$ cat src/logic/cie_defines.svh
// Constants for the instruction execute block: opcode fields, widths and reset values.
`ifndef CIE_DEFINES_SVH
`define CIE_DEFINES_SVH

// ----------------------------------------------------------------------------
// Instruction word fields (12-bit instruction)
// ----------------------------------------------------------------------------
`define CIE_IW          12
`define CIE_DW          8
`define CIE_PCW         11
`define CIE_FAW         5
`define CIE_F_HI        4
`define CIE_D_BIT       5
`define CIE_K8_HI       7
`define CIE_K9_HI       8
`define CIE_STAT_PA_HI  6
`define CIE_STAT_PA_LO  5
`define CIE_STAT_Z      2

// ----------------------------------------------------------------------------
// Opcode patterns, compared against the masked upper bits
// ----------------------------------------------------------------------------
`define CIE_OP6_INCREMENT_FILE_OP    6'h0a
`define CIE_OP6_INCREMENT_SKIP_ZERO_OP  6'h0f
`define CIE_OP6_OR_REGISTER_OP   6'h04
`define CIE_OP6_MOVE_FILE_OP    6'h08
`define CIE_OP7_MOVE_TO_FILE_OP   7'h01
`define CIE_OP3_BRANCH_OP    3'h5
`define CIE_OP4_OR_LITERAL_OP   4'hd
`define CIE_NOP_WORD    12'h000

// ----------------------------------------------------------------------------
// Reset values and arithmetic constants
// ----------------------------------------------------------------------------
`define CIE_W_RST       8'h00
`define CIE_PC_RST      11'h000
`define CIE_ONE8        8'h01
`define CIE_ZERO8       8'h00
`define CIE_ONES8       8'hff
`define CIE_PC_ONE      11'h001

`endif

$ cat src/logic/cie_pkg.sv
// Types shared by the instruction execute block.
package cie_pkg;
  typedef enum logic [2:0] {
    CIE_OP_NONE,
    CIE_OP_INC,
    CIE_OP_INCSZ,
    CIE_OP_BRANCH,
    CIE_OP_ORL,
    CIE_OP_ORF,
    CIE_OP_MOVE_TO_FILE_OP,
    CIE_OP_MOVE_FILE_OP
  } cie_op_e;
endpackage

$ cat src/logic/cie_dec_if.sv
// Interface carrying the decoded instruction from decoder to the execute stage.
`timescale 1ns/10ps
`include "cie_defines.svh"
interface cie_dec_if;
  import cie_pkg::*;
  cie_op_e               op;
  logic                  dest_f;
  logic [`CIE_FAW-1:0]   faddr;
  logic [`CIE_DW-1:0]    k8;
  logic [`CIE_K9_HI:0]   k9;
  modport dec (output op, output dest_f, output faddr, output k8, output k9);
  modport exe (input op, input dest_f, input faddr, input k8, input k9);
endinterface

$ cat src/logic/cie_execute.sv
// Execute stage for increment, skip, branch, OR and move instructions.
`timescale 1ns/10ps
`include "cie_defines.svh"
module cie_execute
  import cie_pkg::*;
(
  input  wire logic                 ref_clk,
  input  wire logic                 rstn,
  input  wire logic                 instr_valid,
  input  wire logic [`CIE_IW-1:0]   instr,
  input  wire logic [`CIE_DW-1:0]   file_rdata,
  input  wire logic [`CIE_DW-1:0]   status_in,
  output logic      [`CIE_FAW-1:0]  file_addr,
  output logic                      file_we,
  output logic      [`CIE_DW-1:0]   file_wdata,
  output logic                      z_we,
  output logic                      z_value,
  output logic      [`CIE_DW-1:0]   w_reg,
  output logic      [`CIE_PCW-1:0]  pc,
  output logic                      flush
);
  // --------------------------------------------------------------------------
  // Decode
  // --------------------------------------------------------------------------
  cie_dec_if dif ();
  logic [`CIE_IW-1:0] eff_instr;
  logic               flush_q;

  // A flushed slot executes as a no-operation word.
  assign eff_instr = (flush_q || !instr_valid) ? `CIE_NOP_WORD : instr;

  cie_decoder u_dec (
    .instr (eff_instr),
    .dec   (dif)
  );

  // --------------------------------------------------------------------------
  // Datapath
  // --------------------------------------------------------------------------
  logic [`CIE_DW-1:0] w_q;
  logic [`CIE_PCW-1:0] pc_q;
  logic [`CIE_DW-1:0] w_d;
  logic [`CIE_PCW-1:0] pc_d;
  logic               flush_d;
  wire logic [`CIE_DW-1:0] inc_res = file_rdata + `CIE_ONE8;
  wire logic [`CIE_DW-1:0] orl_res = w_q | dif.k8;
  wire logic [`CIE_DW-1:0] orf_res = w_q | file_rdata;
  wire logic is_inc   = (dif.op == CIE_OP_INC);
  wire logic is_incsz = (dif.op == CIE_OP_INCSZ);
  wire logic is_orf   = (dif.op == CIE_OP_ORF);
  wire logic is_move_file_op  = (dif.op == CIE_OP_MOVE_FILE_OP);
  wire logic is_move_to_file_op = (dif.op == CIE_OP_MOVE_TO_FILE_OP);
  wire logic is_orl   = (dif.op == CIE_OP_ORL);
  wire logic is_br    = (dif.op == CIE_OP_BRANCH);
  wire logic has_dest = is_inc || is_incsz || is_orf || is_move_file_op;
  logic [`CIE_DW-1:0] result;

  always_comb begin
    case (dif.op)
      CIE_OP_INC:   result = inc_res;
      CIE_OP_INCSZ: result = inc_res;
      CIE_OP_ORF:   result = orf_res;
      CIE_OP_MOVE_FILE_OP:  result = file_rdata;
      CIE_OP_ORL:   result = orl_res;
      CIE_OP_MOVE_TO_FILE_OP: result = w_q;
      default:      result = `CIE_ZERO8;
    endcase
  end

  wire logic skip_take = is_incsz && (inc_res == `CIE_ZERO8);

  assign file_addr  = dif.faddr;
  // File write on d=1 or for move-to-file.
  assign file_we    = (has_dest && dif.dest_f) || is_move_to_file_op;
  assign file_wdata = result;
  // Z updates only for ops that affect it; skip, branch and move-to-file leave it.
  assign z_we    = is_inc || is_orf || is_move_file_op || is_orl;
  assign z_value = (result == `CIE_ZERO8);

  always_comb begin
    w_d = w_q;
    if ((has_dest && !dif.dest_f) || is_orl) begin
      w_d = result;
    end
  end

  // Branch and a taken skip (result zero) both discard the already fetched word, costing a second cycle.
  assign flush_d = is_br || skip_take;

  always_comb begin
    pc_d = pc_q + `CIE_PC_ONE;
    if (is_br) begin
      pc_d = {status_in[`CIE_STAT_PA_HI:`CIE_STAT_PA_LO], dif.k9};
    end
  end

  always_ff @(posedge ref_clk) begin
    if (!rstn) begin
      w_q     <= `CIE_W_RST;
      pc_q    <= `CIE_PC_RST;
      flush_q <= 1'b0;
    end else if (instr_valid) begin
      w_q     <= w_d;
      pc_q    <= pc_d;
      flush_q <= flush_d;
    end
  end

  assign w_reg = w_q;
  assign pc    = pc_q;
  assign flush = flush_q;

  // --------------------------------------------------------------------------
  // Checks
  // --------------------------------------------------------------------------
  chk_branch_target: assert property (@(posedge ref_clk) disable iff (!rstn)
    instr_valid && is_br |=>
      pc == {$past(status_in[`CIE_STAT_PA_HI:`CIE_STAT_PA_LO]), $past(dif.k9)})
    else $error("branch target wrong");
  chk_branch_flush: assert property (@(posedge ref_clk) disable iff (!rstn)
    instr_valid && is_br |-> !z_we ##1 flush)
    else $error("branch not two cycles or touched Z");
  chk_skip_zero: assert property (@(posedge ref_clk) disable iff (!rstn)
    instr_valid && is_incsz && file_rdata == `CIE_ONES8 |=> flush)
    else $error("skip not taken");
  chk_skip_noflag: assert property (@(posedge ref_clk) disable iff (!rstn)
    is_incsz |-> !z_we && file_wdata == file_rdata + 8'h01)
    else $error("skip op changed flags");
  chk_flush_nop: assert property (@(posedge ref_clk) disable iff (!rstn)
    flush |-> !file_we && !z_we && dif.op == CIE_OP_NONE)
    else $error("flushed slot had effect");
  chk_dest_w: assert property (@(posedge ref_clk) disable iff (!rstn)
    instr_valid && has_dest && !dif.dest_f |=> w_reg == $past(result))
    else $error("W destination not written");
  chk_orl_w: assert property (@(posedge ref_clk) disable iff (!rstn)
    instr_valid && is_orl |=> w_reg == ($past(w_q) | $past(dif.k8)))
    else $error("OR literal wrong");
  chk_move_to_file_op_file: assert property (@(posedge ref_clk) disable iff (!rstn)
    is_move_to_file_op |-> file_we && file_wdata == w_reg && !z_we)
    else $error("move to file wrong");
  chk_zero_flag: assert property (@(posedge ref_clk) disable iff (!rstn)
    z_we |-> z_value == (file_wdata == 8'h00))
    else $error("zero flag wrong");
  chk_inc_flag: assert property (@(posedge ref_clk) disable iff (!rstn)
    is_inc |-> z_we && file_wdata == file_rdata + 8'h01)
    else $error("increment wrong");
  chk_orf_flag: assert property (@(posedge ref_clk) disable iff (!rstn)
    is_orf |-> z_we && file_wdata == (w_reg | file_rdata))
    else $error("OR register wrong");
  chk_move_file_op_flag: assert property (@(posedge ref_clk) disable iff (!rstn)
    is_move_file_op |-> z_we && file_wdata == file_rdata)
    else $error("move file wrong");

  // --------------------------------------------------------------------------
  // Sequencing and hold checks
  // --------------------------------------------------------------------------
  // A stalled fetch must leave every piece of state alone, or the fetcher and
  // the program counter would drift apart.
  chk_reset_state: assert property (@(posedge ref_clk)
    !rstn |=> w_reg == `CIE_W_RST && pc == `CIE_PC_RST && !flush)
    else $error("reset state wrong");
  chk_pc_step: assert property (@(posedge ref_clk) disable iff (!rstn)
    instr_valid && !is_br |=> pc == $past(pc) + `CIE_PC_ONE)
    else $error("pc did not step");
  chk_hold_idle: assert property (@(posedge ref_clk) disable iff (!rstn)
    !instr_valid |=> $stable(w_reg) && $stable(pc) && $stable(flush))
    else $error("state moved while idle");
  chk_skip_none: assert property (@(posedge ref_clk) disable iff (!rstn)
    instr_valid && is_incsz && inc_res != `CIE_ZERO8 |=> !flush)
    else $error("skip taken on nonzero");
  chk_flush_once: assert property (@(posedge ref_clk) disable iff (!rstn)
    instr_valid && flush |=> !flush)
    else $error("flush lasted too long");
  chk_dest_file: assert property (@(posedge ref_clk) disable iff (!rstn)
    has_dest && dif.dest_f |-> file_we)
    else $error("file destination not written");
  chk_dest_nofile: assert property (@(posedge ref_clk) disable iff (!rstn)
    has_dest && !dif.dest_f |-> !file_we)
    else $error("file written for W destination");
  chk_inc_w: assert property (@(posedge ref_clk) disable iff (!rstn)
    instr_valid && is_inc && !dif.dest_f |=> w_reg == $past(file_rdata) + `CIE_ONE8)
    else $error("increment into W wrong");
  chk_orl_nofile: assert property (@(posedge ref_clk) disable iff (!rstn)
    is_orl |-> !file_we && z_we)
    else $error("OR literal touched file");
  chk_move_to_file_op_w: assert property (@(posedge ref_clk) disable iff (!rstn)
    instr_valid && is_move_to_file_op |=> $stable(w_reg))
    else $error("move to file changed W");
  chk_move_file_op_test: assert property (@(posedge ref_clk) disable iff (!rstn)
    is_move_file_op && file_rdata == `CIE_ZERO8 |-> z_we && z_value)
    else $error("zero test missed");
  chk_inc_wrap: assert property (@(posedge ref_clk) disable iff (!rstn)
    is_inc && file_rdata == `CIE_ONES8 |-> z_value)
    else $error("wrap did not set zero");
  chk_br_nofile: assert property (@(posedge ref_clk) disable iff (!rstn)
    is_br |-> !file_we)
    else $error("branch wrote file");
  chk_br_w: assert property (@(posedge ref_clk) disable iff (!rstn)
    instr_valid && is_br |=> $stable(w_reg))
    else $error("branch changed W");
endmodule

$ cat src/logic/cie_decoder.sv
// Opcode decoder: splits an instruction word into operation and operand fields.
`timescale 1ns/10ps
`include "cie_defines.svh"
module cie_decoder
  import cie_pkg::*;
(
  input  wire logic [`CIE_IW-1:0] instr,
  cie_dec_if.dec                  dec
);
  wire logic [5:0] op6 = instr[`CIE_IW-1:`CIE_IW-6];
  wire logic [6:0] op7 = instr[`CIE_IW-1:`CIE_IW-7];
  wire logic [2:0] op3 = instr[`CIE_IW-1:`CIE_IW-3];
  wire logic [3:0] op4 = instr[`CIE_IW-1:`CIE_IW-4];

  assign dec.op = (op6 == `CIE_OP6_INCREMENT_FILE_OP)   ? CIE_OP_INC :
                  (op6 == `CIE_OP6_INCREMENT_SKIP_ZERO_OP) ? CIE_OP_INCSZ :
                  (op6 == `CIE_OP6_OR_REGISTER_OP)  ? CIE_OP_ORF :
                  (op6 == `CIE_OP6_MOVE_FILE_OP)   ? CIE_OP_MOVE_FILE_OP :
                  (op7 == `CIE_OP7_MOVE_TO_FILE_OP)  ? CIE_OP_MOVE_TO_FILE_OP :
                  (op3 == `CIE_OP3_BRANCH_OP)   ? CIE_OP_BRANCH :
                  (op4 == `CIE_OP4_OR_LITERAL_OP)  ? CIE_OP_ORL : CIE_OP_NONE;
  assign dec.dest_f = instr[`CIE_D_BIT];
  assign dec.faddr  = instr[`CIE_F_HI:0];
  assign dec.k8     = instr[`CIE_K8_HI:0];
  assign dec.k9     = instr[`CIE_K9_HI:0];
endmodule

$ cat config.mk
export PLATFORM = sky130hd
export DESIGN_NAME = cie_execute
export DESIGN_NICKNAME = d
export VERILOG_FILES = /design/src/logic/cie_pkg.sv /design/src/logic/cie_dec_if.sv /design/src/logic/cie_execute.sv /design/src/logic/cie_decoder.sv
export VERILOG_INCLUDE_DIRS = /design/src /design/src/logic
export SDC_FILE = /design/constraint.sdc
export NUM_CORES = 1
export LEC_CHECK = 0
export BUFFER_PORTS_ARGS = -buffer_cell sky130_fd_sc_hd__buf_4
export CAP_MARGIN = 20
export CORE_ASPECT_RATIO = 0.6
export CORE_MARGIN = 2
export CORE_UTILIZATION = 40
export CTS_BUF_LIST = sky130_fd_sc_hd__clkbuf_16
export CTS_CLUSTER_DIAMETER = 80
export DETAILED_ROUTE_END_ITERATION = 8
export PLACE_DENSITY = 0.65
export SYNTH_ARGS = -nofsm -noshare
export SYNTH_HDL_FRONTEND = slang
export SYNTH_HIERARCHICAL = 1
export SYNTH_SLANG_ARGS = --single-unit
$ cat constraint.sdc
create_clock -name ref_clk -period 4.4 [get_ports ref_clk]
set_clock_uncertainty 0.15 [all_clocks]
set_input_delay 0.88 -clock ref_clk [delete_from_list [all_inputs] [get_ports ref_clk]]
set_output_delay 0.88 -clock ref_clk [all_outputs]
set_load 0.02 [all_outputs]
==> results of run 1 <==
## per-layer routing
| layer | wire, um | part of all wire (%) |
|---|---|---|
| met1 | 3490 | 48 |
| met2 | 3060 | 42 |
| met3 | 653 | 9.0 |
| met4 | 59 | 0.81 |
| met5 | 0 | 0 |
## area by class of cell
type                            count  area (sq um)  area share, %
Multi-Input combinational cell    211          1550           51.0
Timing Repair Buffer              112           897           29.5
Sequential cell                    20           400           13.2
Tap cell                           66          82.6           2.72
Clock buffer                        3          75.1           2.47
Inverter                            5          35.0           1.15
## synth_stat cells, types with 4 or more instances
cell type	count	share of area, %
sky130_fd_sc_hd__a21oi_1	12	2.9
sky130_fd_sc_hd__buf_2	7	1.7
sky130_fd_sc_hd__nor2_1	27	4.9
sky130_fd_sc_hd__a21o_1	4	1.5
sky130_fd_sc_hd__and3_1	12	3.7
sky130_fd_sc_hd__nand2_1	20	3.7
sky130_fd_sc_hd__xor2_1	6	2.6
sky130_fd_sc_hd__nor3_1	11	2.7
sky130_fd_sc_hd__o21ai_0	17	4.2
sky130_fd_sc_hd__a22oi_1	8	2.9
sky130_fd_sc_hd__nand3_1	11	2.7
sky130_fd_sc_hd__clkbuf_1	12	2.2
sky130_fd_sc_hd__inv_1	5	0.92
sky130_fd_sc_hd__a311oi_1	7	3.0
sky130_fd_sc_hd__and2_1	13	4.0
sky130_fd_sc_hd__buf_4	23	8.4
sky130_fd_sc_hd__dfxtp_1	20	20
sky130_fd_sc_hd__o21a_1	4	1.5
sky130_fd_sc_hd__nand4_1	6	1.8
## worst max-delay path, cell delays in order
cell and delay, ps:
sky130_fd_sc_hd__buf_12 110, sky130_fd_sc_hd__inv_16 50, sky130_fd_sc_hd__nor2_4 40, sky130_fd_sc_hd__buf_4 140, sky130_fd_sc_hd__buf_4 120, sky130_fd_sc_hd__and2_4 130
sky130_fd_sc_hd__or4_4 500, sky130_fd_sc_hd__nand2_2 80, sky130_fd_sc_hd__a31o_4 200, sky130_fd_sc_hd__and4bb_1 200, sky130_fd_sc_hd__nor4_1 50, sky130_fd_sc_hd__a311o_2 380
sky130_fd_sc_hd__or4_4 500, sky130_fd_sc_hd__nor4_4 140, sky130_fd_sc_hd__buf_4 170
## through the flow
step | utilization [%] | worst slack (ps)
floorplan | - | -245
global placement | 53.7 | -460
detailed placement | 53.7 | -444
CTS | 58.4 | -361
global route | 60.8 | -433
finish | 60.8 | -340
## report_power, final
| group | leakage [nW] | switching [mW] | internal (mW) |
|---|---|---|---|
| clock network | 0.0370 | 0.0688 | 0.120 |
| registers | 0.163 | 0.0130 | 0.192 |
| logic | 1.12 | 0.198 | 0.190 |
## worst paths after layout
kind,slack [ps],endpoint,startpoint
hold reg to reg,350,pc[10],pc[10]
setup / recovery,-340,z_value,instr_valid
hold / removal,350,pc[10],pc[10]
setup reg to reg,1000,w_reg[3],flush
## what timing repair did
item	4_1_cts	5_1_grt
pin swaps	9	13
resized for setup	22	22
hold endpoints to repair	0	0
hold buffers	0	0
setup endpoints to repair	8	10
setup buffers	6	4
## cells by family after synthesis
| logic type | after synthesis | share of synthesized area (%) |
|---|---|---|
| simple gates | 121 | 32.5 |
| fa+ha+maj | 2 | 1.22 |
| flops | 20 | 19.5 |
| buf+inv | 50 | 14.9 |
| compound gates | 79 | 28.0 |
| xor+xnor | 9 | 3.85 |
==> run summary, run 1 <==
### Status
• **outcome** complete, but fails checks
• **violated checks** setup timing

### Timing
• **FMAX** 211 MHz
• **max-slew violation count** 0
• **Worst Slack Setup Final** -340 ps
• **unrepaired setup endpoints after global routing** true
• **fraction of the cycle the final worst path needs** 108%
• **worst relative slew slack** 54.3%
• **total negative setup slack** -364 ps
• **slew at the pin closest to its max-slew limit** 681 ps
• **hold slack** 350 ps
• **minimum period implied by the final worst setup slack** 4740 ps
• **number of failing hold endpoints at the final stage** 0
• **Finish-stage setup viols** 2

### Clock tree
• **number of buffers created by CTS** 3
• **buffer cell driving the clock tree root** sky130_fd_sc_hd__clkbuf_16
• **CTS clock-pin slew for the worst setup and hold paths** 50 ps
• **depth of the CTS H-tree** 1
• **clock latency of the later-clocked register in the worst-skew pair** 250 ps
• **number of sinks on the clock net** 20
• **Longest Clk Path Bufs** 2
• **TritonCTS clock tree** done

### Synthesis
• **number of warnings reported in the yosys synthesis log** 6
• **post-synthesis average cell area** 7.29 sq um
• **post-synthesis sequential element count** 20
• **netlist area before placement** 2050 sq um
• **number of enable-type register cells in the synthesized netlist** 0
• **count of distinct cell types in the synthesized netlist** 56
• **synthesized netlist net count** 314
• **share of synthesized area occupied by flip-flops and latches** 19.5%
• **most instantiated flip-flop cell in the synthesis netlist** sky130_fd_sc_hd__dfxtp_1
• **proportion of synthesized flip-flops having asynchronous set or reset** 0%
• **post-synthesis instance total** 281

### Placement
• **placed inst area** 2690 sq um
• **Detailed Place HPWL** 5260 um
• **placer's final routability congestion estimate** 0.873
• **total placed cells including tap cells** 404
• **I/O Buffers** 60

### Global route
• **global routing met2 resource utilization** 36.4%
• **pin count of the biggest net entering global routing** 29
• **peak-usage layer in the global routing report** met1
• **number of antenna violations at the first check in global routing** 0
• **total routing usage reported by global routing** 25.2%
• **global routing usage on met1** 40.4%
• **first-pass GRT wire length** 11100 um
• **met3 global-route usage** 3.82%
• **Remaining Overflow, GRT** 0
• **via count of the first global-routing pass** 2125

### Cells and area
• **Filler Cell Count** 448
• **growth of design area from synthesis to finish** 48.4%
• **share of post-route cells with drive strength above 1** 43.6%
• **max reg flops** 11
• **design area** 3040 sq um
• **commonest cells after routing, fill and taps aside** 105 x sky130_fd_sc_hd__buf_4, 25 x sky130_fd_sc_hd__nor2_1, 20 x sky130_fd_sc_hd__dfxtp_1
• **fin cells** 417
• **commonest non-fill, non-tap cell in the layout** sky130_fd_sc_hd__buf_4
• **fin nets** 386
• **# diodes** 0

### Worst setup path
• **WP data arrival** 3710 ps
• **element type at the critical path end** output port
• **worst-path maximum fanout** 6
• **worst-case reg-to-reg path depth** 14
• **required time reported for the critical path endpoint** 3370 ps
• **worst setup path category** in2out
• **kind of start point of the critical path** input pin

### Power
• **maximum vdd drop** 0.135 mV
• **leakage power summed over all cells** 1.32 nW
• **Pwr per Cell Area** 257 nW/um^2
• **total power** 0.782 mW

### Worst hold path
• **hold-critical path depth** 2
• **Hold WC Path Type** reg2reg

### Routing
• **post-DR vias/cell** 5.89
• **initial drt markers** 187
• **per-cell routed wire length** 17.4 um
• **final routed wirelength across all metal layers** 7260 um
• **Post-route DRC** 0
• **total via count after detailed routing** 2457
• **antenna-violating nets left** 0
• **drt pass-1 iters** 5

### Job
• **number of max-cap violations** 0

### Floorplan
• **number of rows in the core area** 20
• **full die area** 5730 sq um
• **Core ar.** 5000 sq um
• **height of the chip** 59.4 um
• **Boundary Pins** 67
• **Chip Width** 96.4 um
• **Initial Util** 41.0%

Power figures use the tool's default switching activity.
==> inputs of run 2 (changes only) <==
--- a/config.mk
+++ b/config.mk
@@ -12,10 +12,9 @@
 export CORE_MARGIN = 2
 export CORE_UTILIZATION = 40
 export CTS_BUF_LIST = sky130_fd_sc_hd__clkbuf_16
-export CTS_CLUSTER_DIAMETER = 80
+export CTS_CLUSTER_DIAMETER = 40
 export DETAILED_ROUTE_END_ITERATION = 8
-export PLACE_DENSITY = 0.65
+export PLACE_DENSITY = 0.68
 export SYNTH_ARGS = -nofsm -noshare
 export SYNTH_HDL_FRONTEND = slang
-export SYNTH_HIERARCHICAL = 1
 export SYNTH_SLANG_ARGS = --single-unit
==> run 2 against run 1 <==
Net effect:
- the run now ends clean
- routed wire length down 27%
- synthesized area down 18%
- global-route usage down 1.7 points
- cell count down 19%
- critical endpoint unchanged
- largest cell class unchanged
==> run summary, run 2 <==
### Synthesis
• **number of enable-type register cells in the synthesized netlist** 0
• **netlist area before placement** 1680 sq um
• **top post-synthesis cells by area** sky130_fd_sc_hd__dfxtp_1 24%, sky130_fd_sc_hd__nand2_1 6.0%, sky130_fd_sc_hd__nor2_1 4.9%
• **area fraction of the dominant cell type after synthesis** 23.8%
• **number of warnings reported in the yosys synthesis log** 0
• **most area-hungry cell type in the Yosys netlist** sky130_fd_sc_hd__dfxtp_1
• **post-synthesis instance total** 224
• **synth cell count leaders** 27 x sky130_fd_sc_hd__nand2_1, 22 x sky130_fd_sc_hd__nor2_1, 20 x sky130_fd_sc_hd__dfxtp_1, 16 x sky130_fd_sc_hd__o21ai_0, 13 x sky130_fd_sc_hd__a21oi_1
• **share of synthesized area occupied by flip-flops and latches** 23.8%
• **most frequently used cell type in the post-synthesis netlist** sky130_fd_sc_hd__nand2_1
• **synthesized netlist net count** 258
• **count of distinct cell types in the synthesized netlist** 60
• **proportion of synthesized flip-flops having asynchronous set or reset** 0%
• **most instantiated flip-flop cell in the synthesis netlist** sky130_fd_sc_hd__dfxtp_1
• **post-synthesis average cell area** 7.50 sq um
• **post-synthesis sequential element count** 20

### Clock tree
• **clock latency of the later-clocked register in the worst-skew pair** 260 ps
• **setup repair bufs after CTS** 0
• **number of buffers created by CTS** 3
• **buffer cell driving the clock tree root** sky130_fd_sc_hd__clkbuf_16
• **number of sinks on the clock net** 20
• **number of hold buffers added after cts** 0
• **TritonCTS clock tree** done
• **CTS clock-pin slew for the worst setup and hold paths** 70 ps
• **number of gates resized after CTS** 0
• **Longest Clk Path Bufs** 2
• **depth of the CTS H-tree** 1

### Timing
• **unrepaired setup endpoints after global routing** false
• **worst relative slew slack** 59.9%
• **slew at the pin closest to its max-slew limit** 598 ps
• **fraction of the cycle the final worst path needs** 90.0%
• **number of failing hold endpoints at the final stage** 0
• **Finish-stage setup viols** 0
• **minimum period implied by the final worst setup slack** 3960 ps
• **total negative setup slack** 0 ps
• **max-slew violation count** 0
• **FMAX** 253 MHz
• **Worst Slack Setup Final** 442 ps

### Floorplan
• **Core ar.** 4080 sq um
• **number of rows in the core area** 18
• **Initial Util** 41.2%
• **full die area** 4750 sq um
• **Boundary Pins** 67
• **height of the chip** 54.2 um
• **Chip Width** 87.6 um

### Global route
• **pin count of the biggest net entering global routing** 27
• **total routing usage reported by global routing** 23.5%
• **peak-usage layer in the global routing report** met1
• **met3 global-route usage** 4.29%
• **via count of the first global-routing pass** 1619
• **global routing met2 resource utilization** 30.2%
• **global routing usage on met1** 39.7%
• **first-pass GRT wire length** 8420 um
• **number of antenna violations at the first check in global routing** 0
• **Remaining Overflow, GRT** 0

### Power
• **power share of the clock group** 45.7%
• **sequential power share** 33.7%
• **switching part of the total** 26.6%
• **leakage power summed over all cells** 0.910 nW
• **maximum vdd drop** 0.149 mV
• **Pwr per Cell Area** 252 nW/um^2
• **part of the total power dissipated in combinational logic** 20.6%
• **internal power** 0.415 mW
• **reported net switching power** 0.150 mW

### Status
• **outcome** finished, final reports clean

### Routing
• **post-DR vias/cell** 5.66
• **total via count after detailed routing** 1907
• **Post-route DRC** 0
• **per-cell routed wire length** 15.8 um
• **final routed wirelength across all metal layers** 5330 um
• **antenna-violating nets left** 0
• **initial drt markers** 262
• **drt pass-1 iters** 7

### Placement
• **setup slack after placement** 501 ps
• **Detailed Place HPWL** 4170 um
• **total placed cells including tap cells** 333
• **placed inst area** 2140 sq um
• **placer's final routability congestion estimate** 0.943
• **I/O Buffers** 60

### Worst setup path
• **WP data arrival** 2930 ps
• **worst setup path category** in2out
• **element type at the critical path end** output port
• **required time reported for the critical path endpoint** 3370 ps
• **worst-case reg-to-reg path depth** 7
• **cell-by-cell listing of the critical path** buf_4, or4_4, nor4_1, nor3_1, a21oi_2, a2bb2oi_2, nor4_1, buf_4
• **CP max stage cell** sky130_fd_sc_hd__or4_4
• **reg-to-reg slack, setup** 2240 ps
• **Reg2Reg Capture Point** pc[5]
• **worst-path maximum fanout** 6
• **slowest cell delay on critical path** 590 ps
• **kind of start point of the critical path** input pin
• **Crit Reg-Reg Startpoint** flush

### Cells and area
• **multi-input gate area in the final layout** 1170 sq um
• **FF+latch area** 400 sq um
• **design area** 2250 sq um
• **final cell utilization of the core** 55.1%
• **Filler Cell Count** 399
• **max reg flops** 11
• **fin cells** 337
• **commonest cells after routing, fill and taps aside** 63 x sky130_fd_sc_hd__buf_4, 27 x sky130_fd_sc_hd__nand2_1, 22 x sky130_fd_sc_hd__nor2_1
• **growth of design area from synthesis to finish** 33.8%
• **share of post-route cells with drive strength above 1** 30.3%
• **# diodes** 0
• **commonest non-fill, non-tap cell in the layout** sky130_fd_sc_hd__buf_4
• **fin nets** 312

### Worst hold path
• **Hold WC Path Type** reg2reg
• **hold-critical path depth** 1
• **launch point of the worst hold path** w_reg[2]
• **hold-critical path endpoint** w_reg[2]

### Job
• **number of max-cap violations** 0

-- run 2: cell count changes after synthesis, moves of 6 or more --
cell                       change
sky130_fd_sc_hd__nor3_1        -9
sky130_fd_sc_hd__nand2_1       +7
sky130_fd_sc_hd__buf_4        -23
sky130_fd_sc_hd__and3_1        -8
sky130_fd_sc_hd__and2_1        -7
sky130_fd_sc_hd__clkbuf_1      -6
-- run 2: area by class of cell --
cell class | instances | area share [%]
clock inverters | 1 | 1.34
well taps | 60 | 3.34
repair buffers | 63 | 21.1
clock buffers | 3 | 3.34
inverters | 6 | 1.00
multi-input cells | 184 | 52.1
flip-flops and latches | 20 | 17.8
-- run 2: metrics by stage --
stage / hold WS (ps) / power (mW)
2_1_floorplan: 408 / 0.260
3_3_place_gp: 334 / 0.309
3_5_place_dp: 336 / 0.310
4_1_cts: 346 / 0.565
5_1_grt: 355 / 0.582
6_report: 346 / 0.565
-- run 2: worst max-delay path by stage --
stage | start | end | slack (ps)
floorplan | instr[11] | z_value | 410
global placement | instr[6] | z_value | 510
detailed placement | instr[11] | z_value | 500
CTS | instr[11] | z_value | 500
global route | instr[11] | z_value | 430
finish | instr[11] | z_value | 440
-- run 2: power groups by stage --
stage	Clock (mW)	Combinational [mW]	Sequential, mW
after floorplan	0	0.0611	0.199
after detailed placement	0	0.115	0.194
after global placement	0	0.115	0.195
final	0.258	0.117	0.191
after CTS	0.259	0.116	0.190
after global routing	0.264	0.127	0.191
-- run 2: metal layers --
layer  wire length, um  up-vias
met5                 0        -
met4                26        0
met3               490        4
met2              1990       86
met1              2830      885
li1                  -      932
-- run 2: cell families after synthesis --
kind of cell	count (synthesis)	synth area share, %
AOI/OAI and AO/OA	72	30.8
xor gates and xnor gates	8	4.17
adders and majority gates	3	2.24
buffers and inverters	20	6.48
DFF	20	23.8
muxes	1	0.596
and+or+nand+nor	100	31.9
-- run 2: critical path, delay by kind of cell --
| family | cells | cell delay [ps] |
|---|---|---|
| and+or+nand+nor | 4 | 1430 |
| buffers and inverters | 2 | 330 |
| AOI/OAI and AO/OA | 2 | 280 |
==> inputs of run 3 (changes only) <==
--- a/config.mk
+++ b/config.mk
@@ -6,15 +6,16 @@
 export SDC_FILE = /design/constraint.sdc
 export NUM_CORES = 1
 export LEC_CHECK = 0
-export BUFFER_PORTS_ARGS = -buffer_cell sky130_fd_sc_hd__buf_4
 export CAP_MARGIN = 20
 export CORE_ASPECT_RATIO = 0.6
 export CORE_MARGIN = 2
 export CORE_UTILIZATION = 40
-export CTS_BUF_LIST = sky130_fd_sc_hd__clkbuf_16
+export CTS_BUF_LIST = sky130_fd_sc_hd__clkbuf_8
 export CTS_CLUSTER_DIAMETER = 40
 export DETAILED_ROUTE_END_ITERATION = 8
-export PLACE_DENSITY = 0.68
+export DONT_BUFFER_PORTS = 1
+export MAX_ROUTING_LAYER = met4
+export PLACE_DENSITY = 0.53
 export SYNTH_ARGS = -nofsm -noshare
 export SYNTH_HDL_FRONTEND = slang
 export SYNTH_SLANG_ARGS = --single-unit
==> run 3 against run 2 <==
Net effect:
- clock-buffer cell count stayed put
- total power is 21% lower
- setup slack better by 150 ps
- sequential power is 3% higher
- clock power is 28% lower
- non-clock buffer count is 58 lower
- sequential cell count stayed put
- critical path depth is 1 lower
- global-route usage hardly changed
- sequential share of layout area is 4.7 points higher
- via count is 9.3% lower
- die area stayed put
- critical path type unchanged
- highest routed layer unchanged
==> run summary, run 3 (same netlist as run 2, synthesis figures left out) <==
### Cells and area
• **# diodes** 0
• **max reg flops** 11
• **commonest cells after routing, fill and taps aside** 27 x sky130_fd_sc_hd__nand2_1, 22 x sky130_fd_sc_hd__nor2_1, 20 x sky130_fd_sc_hd__dfxtp_1
• **Filler Cell Count** 439
• **growth of design area from synthesis to finish** 5.81%
• **fin nets** 254
• **FF+latch area** 400 sq um
• **share of post-route cells with drive strength above 1** 11.9%
• **final cell utilization of the core** 43.6%
• **commonest non-fill, non-tap cell in the layout** sky130_fd_sc_hd__nand2_1
• **multi-input gate area in the final layout** 1170 sq um
• **design area** 1780 sq um

### Global route
• **first-pass GRT wire length** 8230 um
• **pin count of the biggest net entering global routing** 27
• **Remaining Overflow, GRT** 0
• **via count of the first global-routing pass** 1581
• **total routing usage reported by global routing** 23.6%
• **number of antenna violations at the first check in global routing** 0

### Status
• **outcome** finished, final reports clean

### Routing
• **Post-route DRC** 0
• **post-DR vias/cell** 6.20
• **antenna-violating nets left** 0
• **drt pass-1 iters** 4
• **final routed wirelength across all metal layers** 5300 um
• **per-cell routed wire length** 19.0 um
• **total via count after detailed routing** 1729
• **initial drt markers** 198

### Timing
• **fraction of the cycle the final worst path needs** 86.5%
• **max-slew violation count** 0
• **minimum period implied by the final worst setup slack** 3800 ps
• **hold slack** 456 ps
• **slew at the pin closest to its max-slew limit** 587 ps
• **number of failing hold endpoints at the final stage** 0
• **total negative setup slack** 0 ps
• **unrepaired setup endpoints after global routing** false
• **FMAX** 263 MHz
• **Finish-stage setup viols** 0
• **worst relative slew slack** 59.9%

### Clock tree
• **number of sinks on the clock net** 20
• **buffer cell driving the clock tree root** sky130_fd_sc_hd__clkbuf_8
• **number of gates resized after CTS** 0
• **Longest Clk Path Bufs** 2
• **clock latency of the later-clocked register in the worst-skew pair** 260 ps
• **setup repair bufs after CTS** 0
• **depth of the CTS H-tree** 1
• **number of buffers created by CTS** 3
• **CTS clock-pin slew for the worst setup and hold paths** 80 ps
• **number of hold buffers added after cts** 0
• **TritonCTS clock tree** done

### Worst setup path
• **worst setup path category** in2out
• **launching element of the worst setup path** instr[11]
• **kind of start point of the critical path** input pin
• **WP data arrival** 2770 ps
• **worst-path maximum fanout** 6
• **element type at the critical path end** output port
• **required time reported for the critical path endpoint** 3370 ps
• **Crit Reg-Reg Startpoint** flush

### Power
• **total power** 0.449 mW
• **maximum vdd drop** 0.106 mV
• **leakage power summed over all cells** 0.597 nW
• **Pwr per Cell Area** 253 nW/um^2

### Placement
• **I/O Buffers** 0
• **placed inst area** 1710 sq um
• **Detailed Place HPWL** 4110 um
• **placer's final routability congestion estimate** 0.913

### Worst hold path
• **launch point of the worst hold path** w_reg[2]
• **Hold WC Path Type** reg2reg

### Floorplan
• **Chip Width** 87.6 um
• **height of the chip** 54.2 um
• **Initial Util** 41.2%
• **Boundary Pins** 67
• **full die area** 4750 sq um
• **Core ar.** 4080 sq um
• **number of rows in the core area** 18

### Job
• **number of max-cap violations** 0

run 3: worst max-delay path: stages:
cell	delay [ps]
sky130_fd_sc_hd__or4_4	580
sky130_fd_sc_hd__nor3_2	420
sky130_fd_sc_hd__o21ai_2	110
sky130_fd_sc_hd__a21oi_2	220
sky130_fd_sc_hd__a2bb2oi_2	90
sky130_fd_sc_hd__nor4_1	280
sky130_fd_sc_hd__buf_4	190
run 3: path summary, 6_finish.rpt:
check | end | slack (ps) | cells after the start
worst max register to register | w_reg[5] | 2120 | 7
worst min-delay path | w_reg[2] | 460 | 1
worst min register to register | w_reg[2] | 460 | 1
worst max-delay path | z_value | 600 | 7
run 3: cell type report:
type	count	area share (%)
clock buffers	3	2.32
flip-flops and latches	20	22.5
multi-input cells	184	65.8
inverters	6	1.27
well taps	60	4.23
repair buffers	5	2.11
clock inverters	1	1.69
run 3: layer usage:
metal	part of all wire [%]	vias to the layer above	GRT usage [%]	wire, um
met5	0	-	-	0
met4	0.89	0	4.62	47
met3	10	7	7.06	551
met2	41	76	30.9	2170
met1	48	824	34.7	2530
li1	-	822	-	-
run 3: where the power goes:
part | internal [mW] | switching, mW | total, mW | leakage, nW
clock | 0.121 | 0.0653 | 0.187 | 0.0357
combinational | 0.0254 | 0.0414 | 0.0668 | 0.399
sequential | 0.185 | 0.0108 | 0.196 | 0.162
run 3: stage by stage:
step,std cells,setup WS [ps]
2_1_floorplan,224,410
3_3_place_gp,275,644
3_5_place_dp,275,640
4_1_cts,279,640
5_1_grt,279,497
6_report,279,595
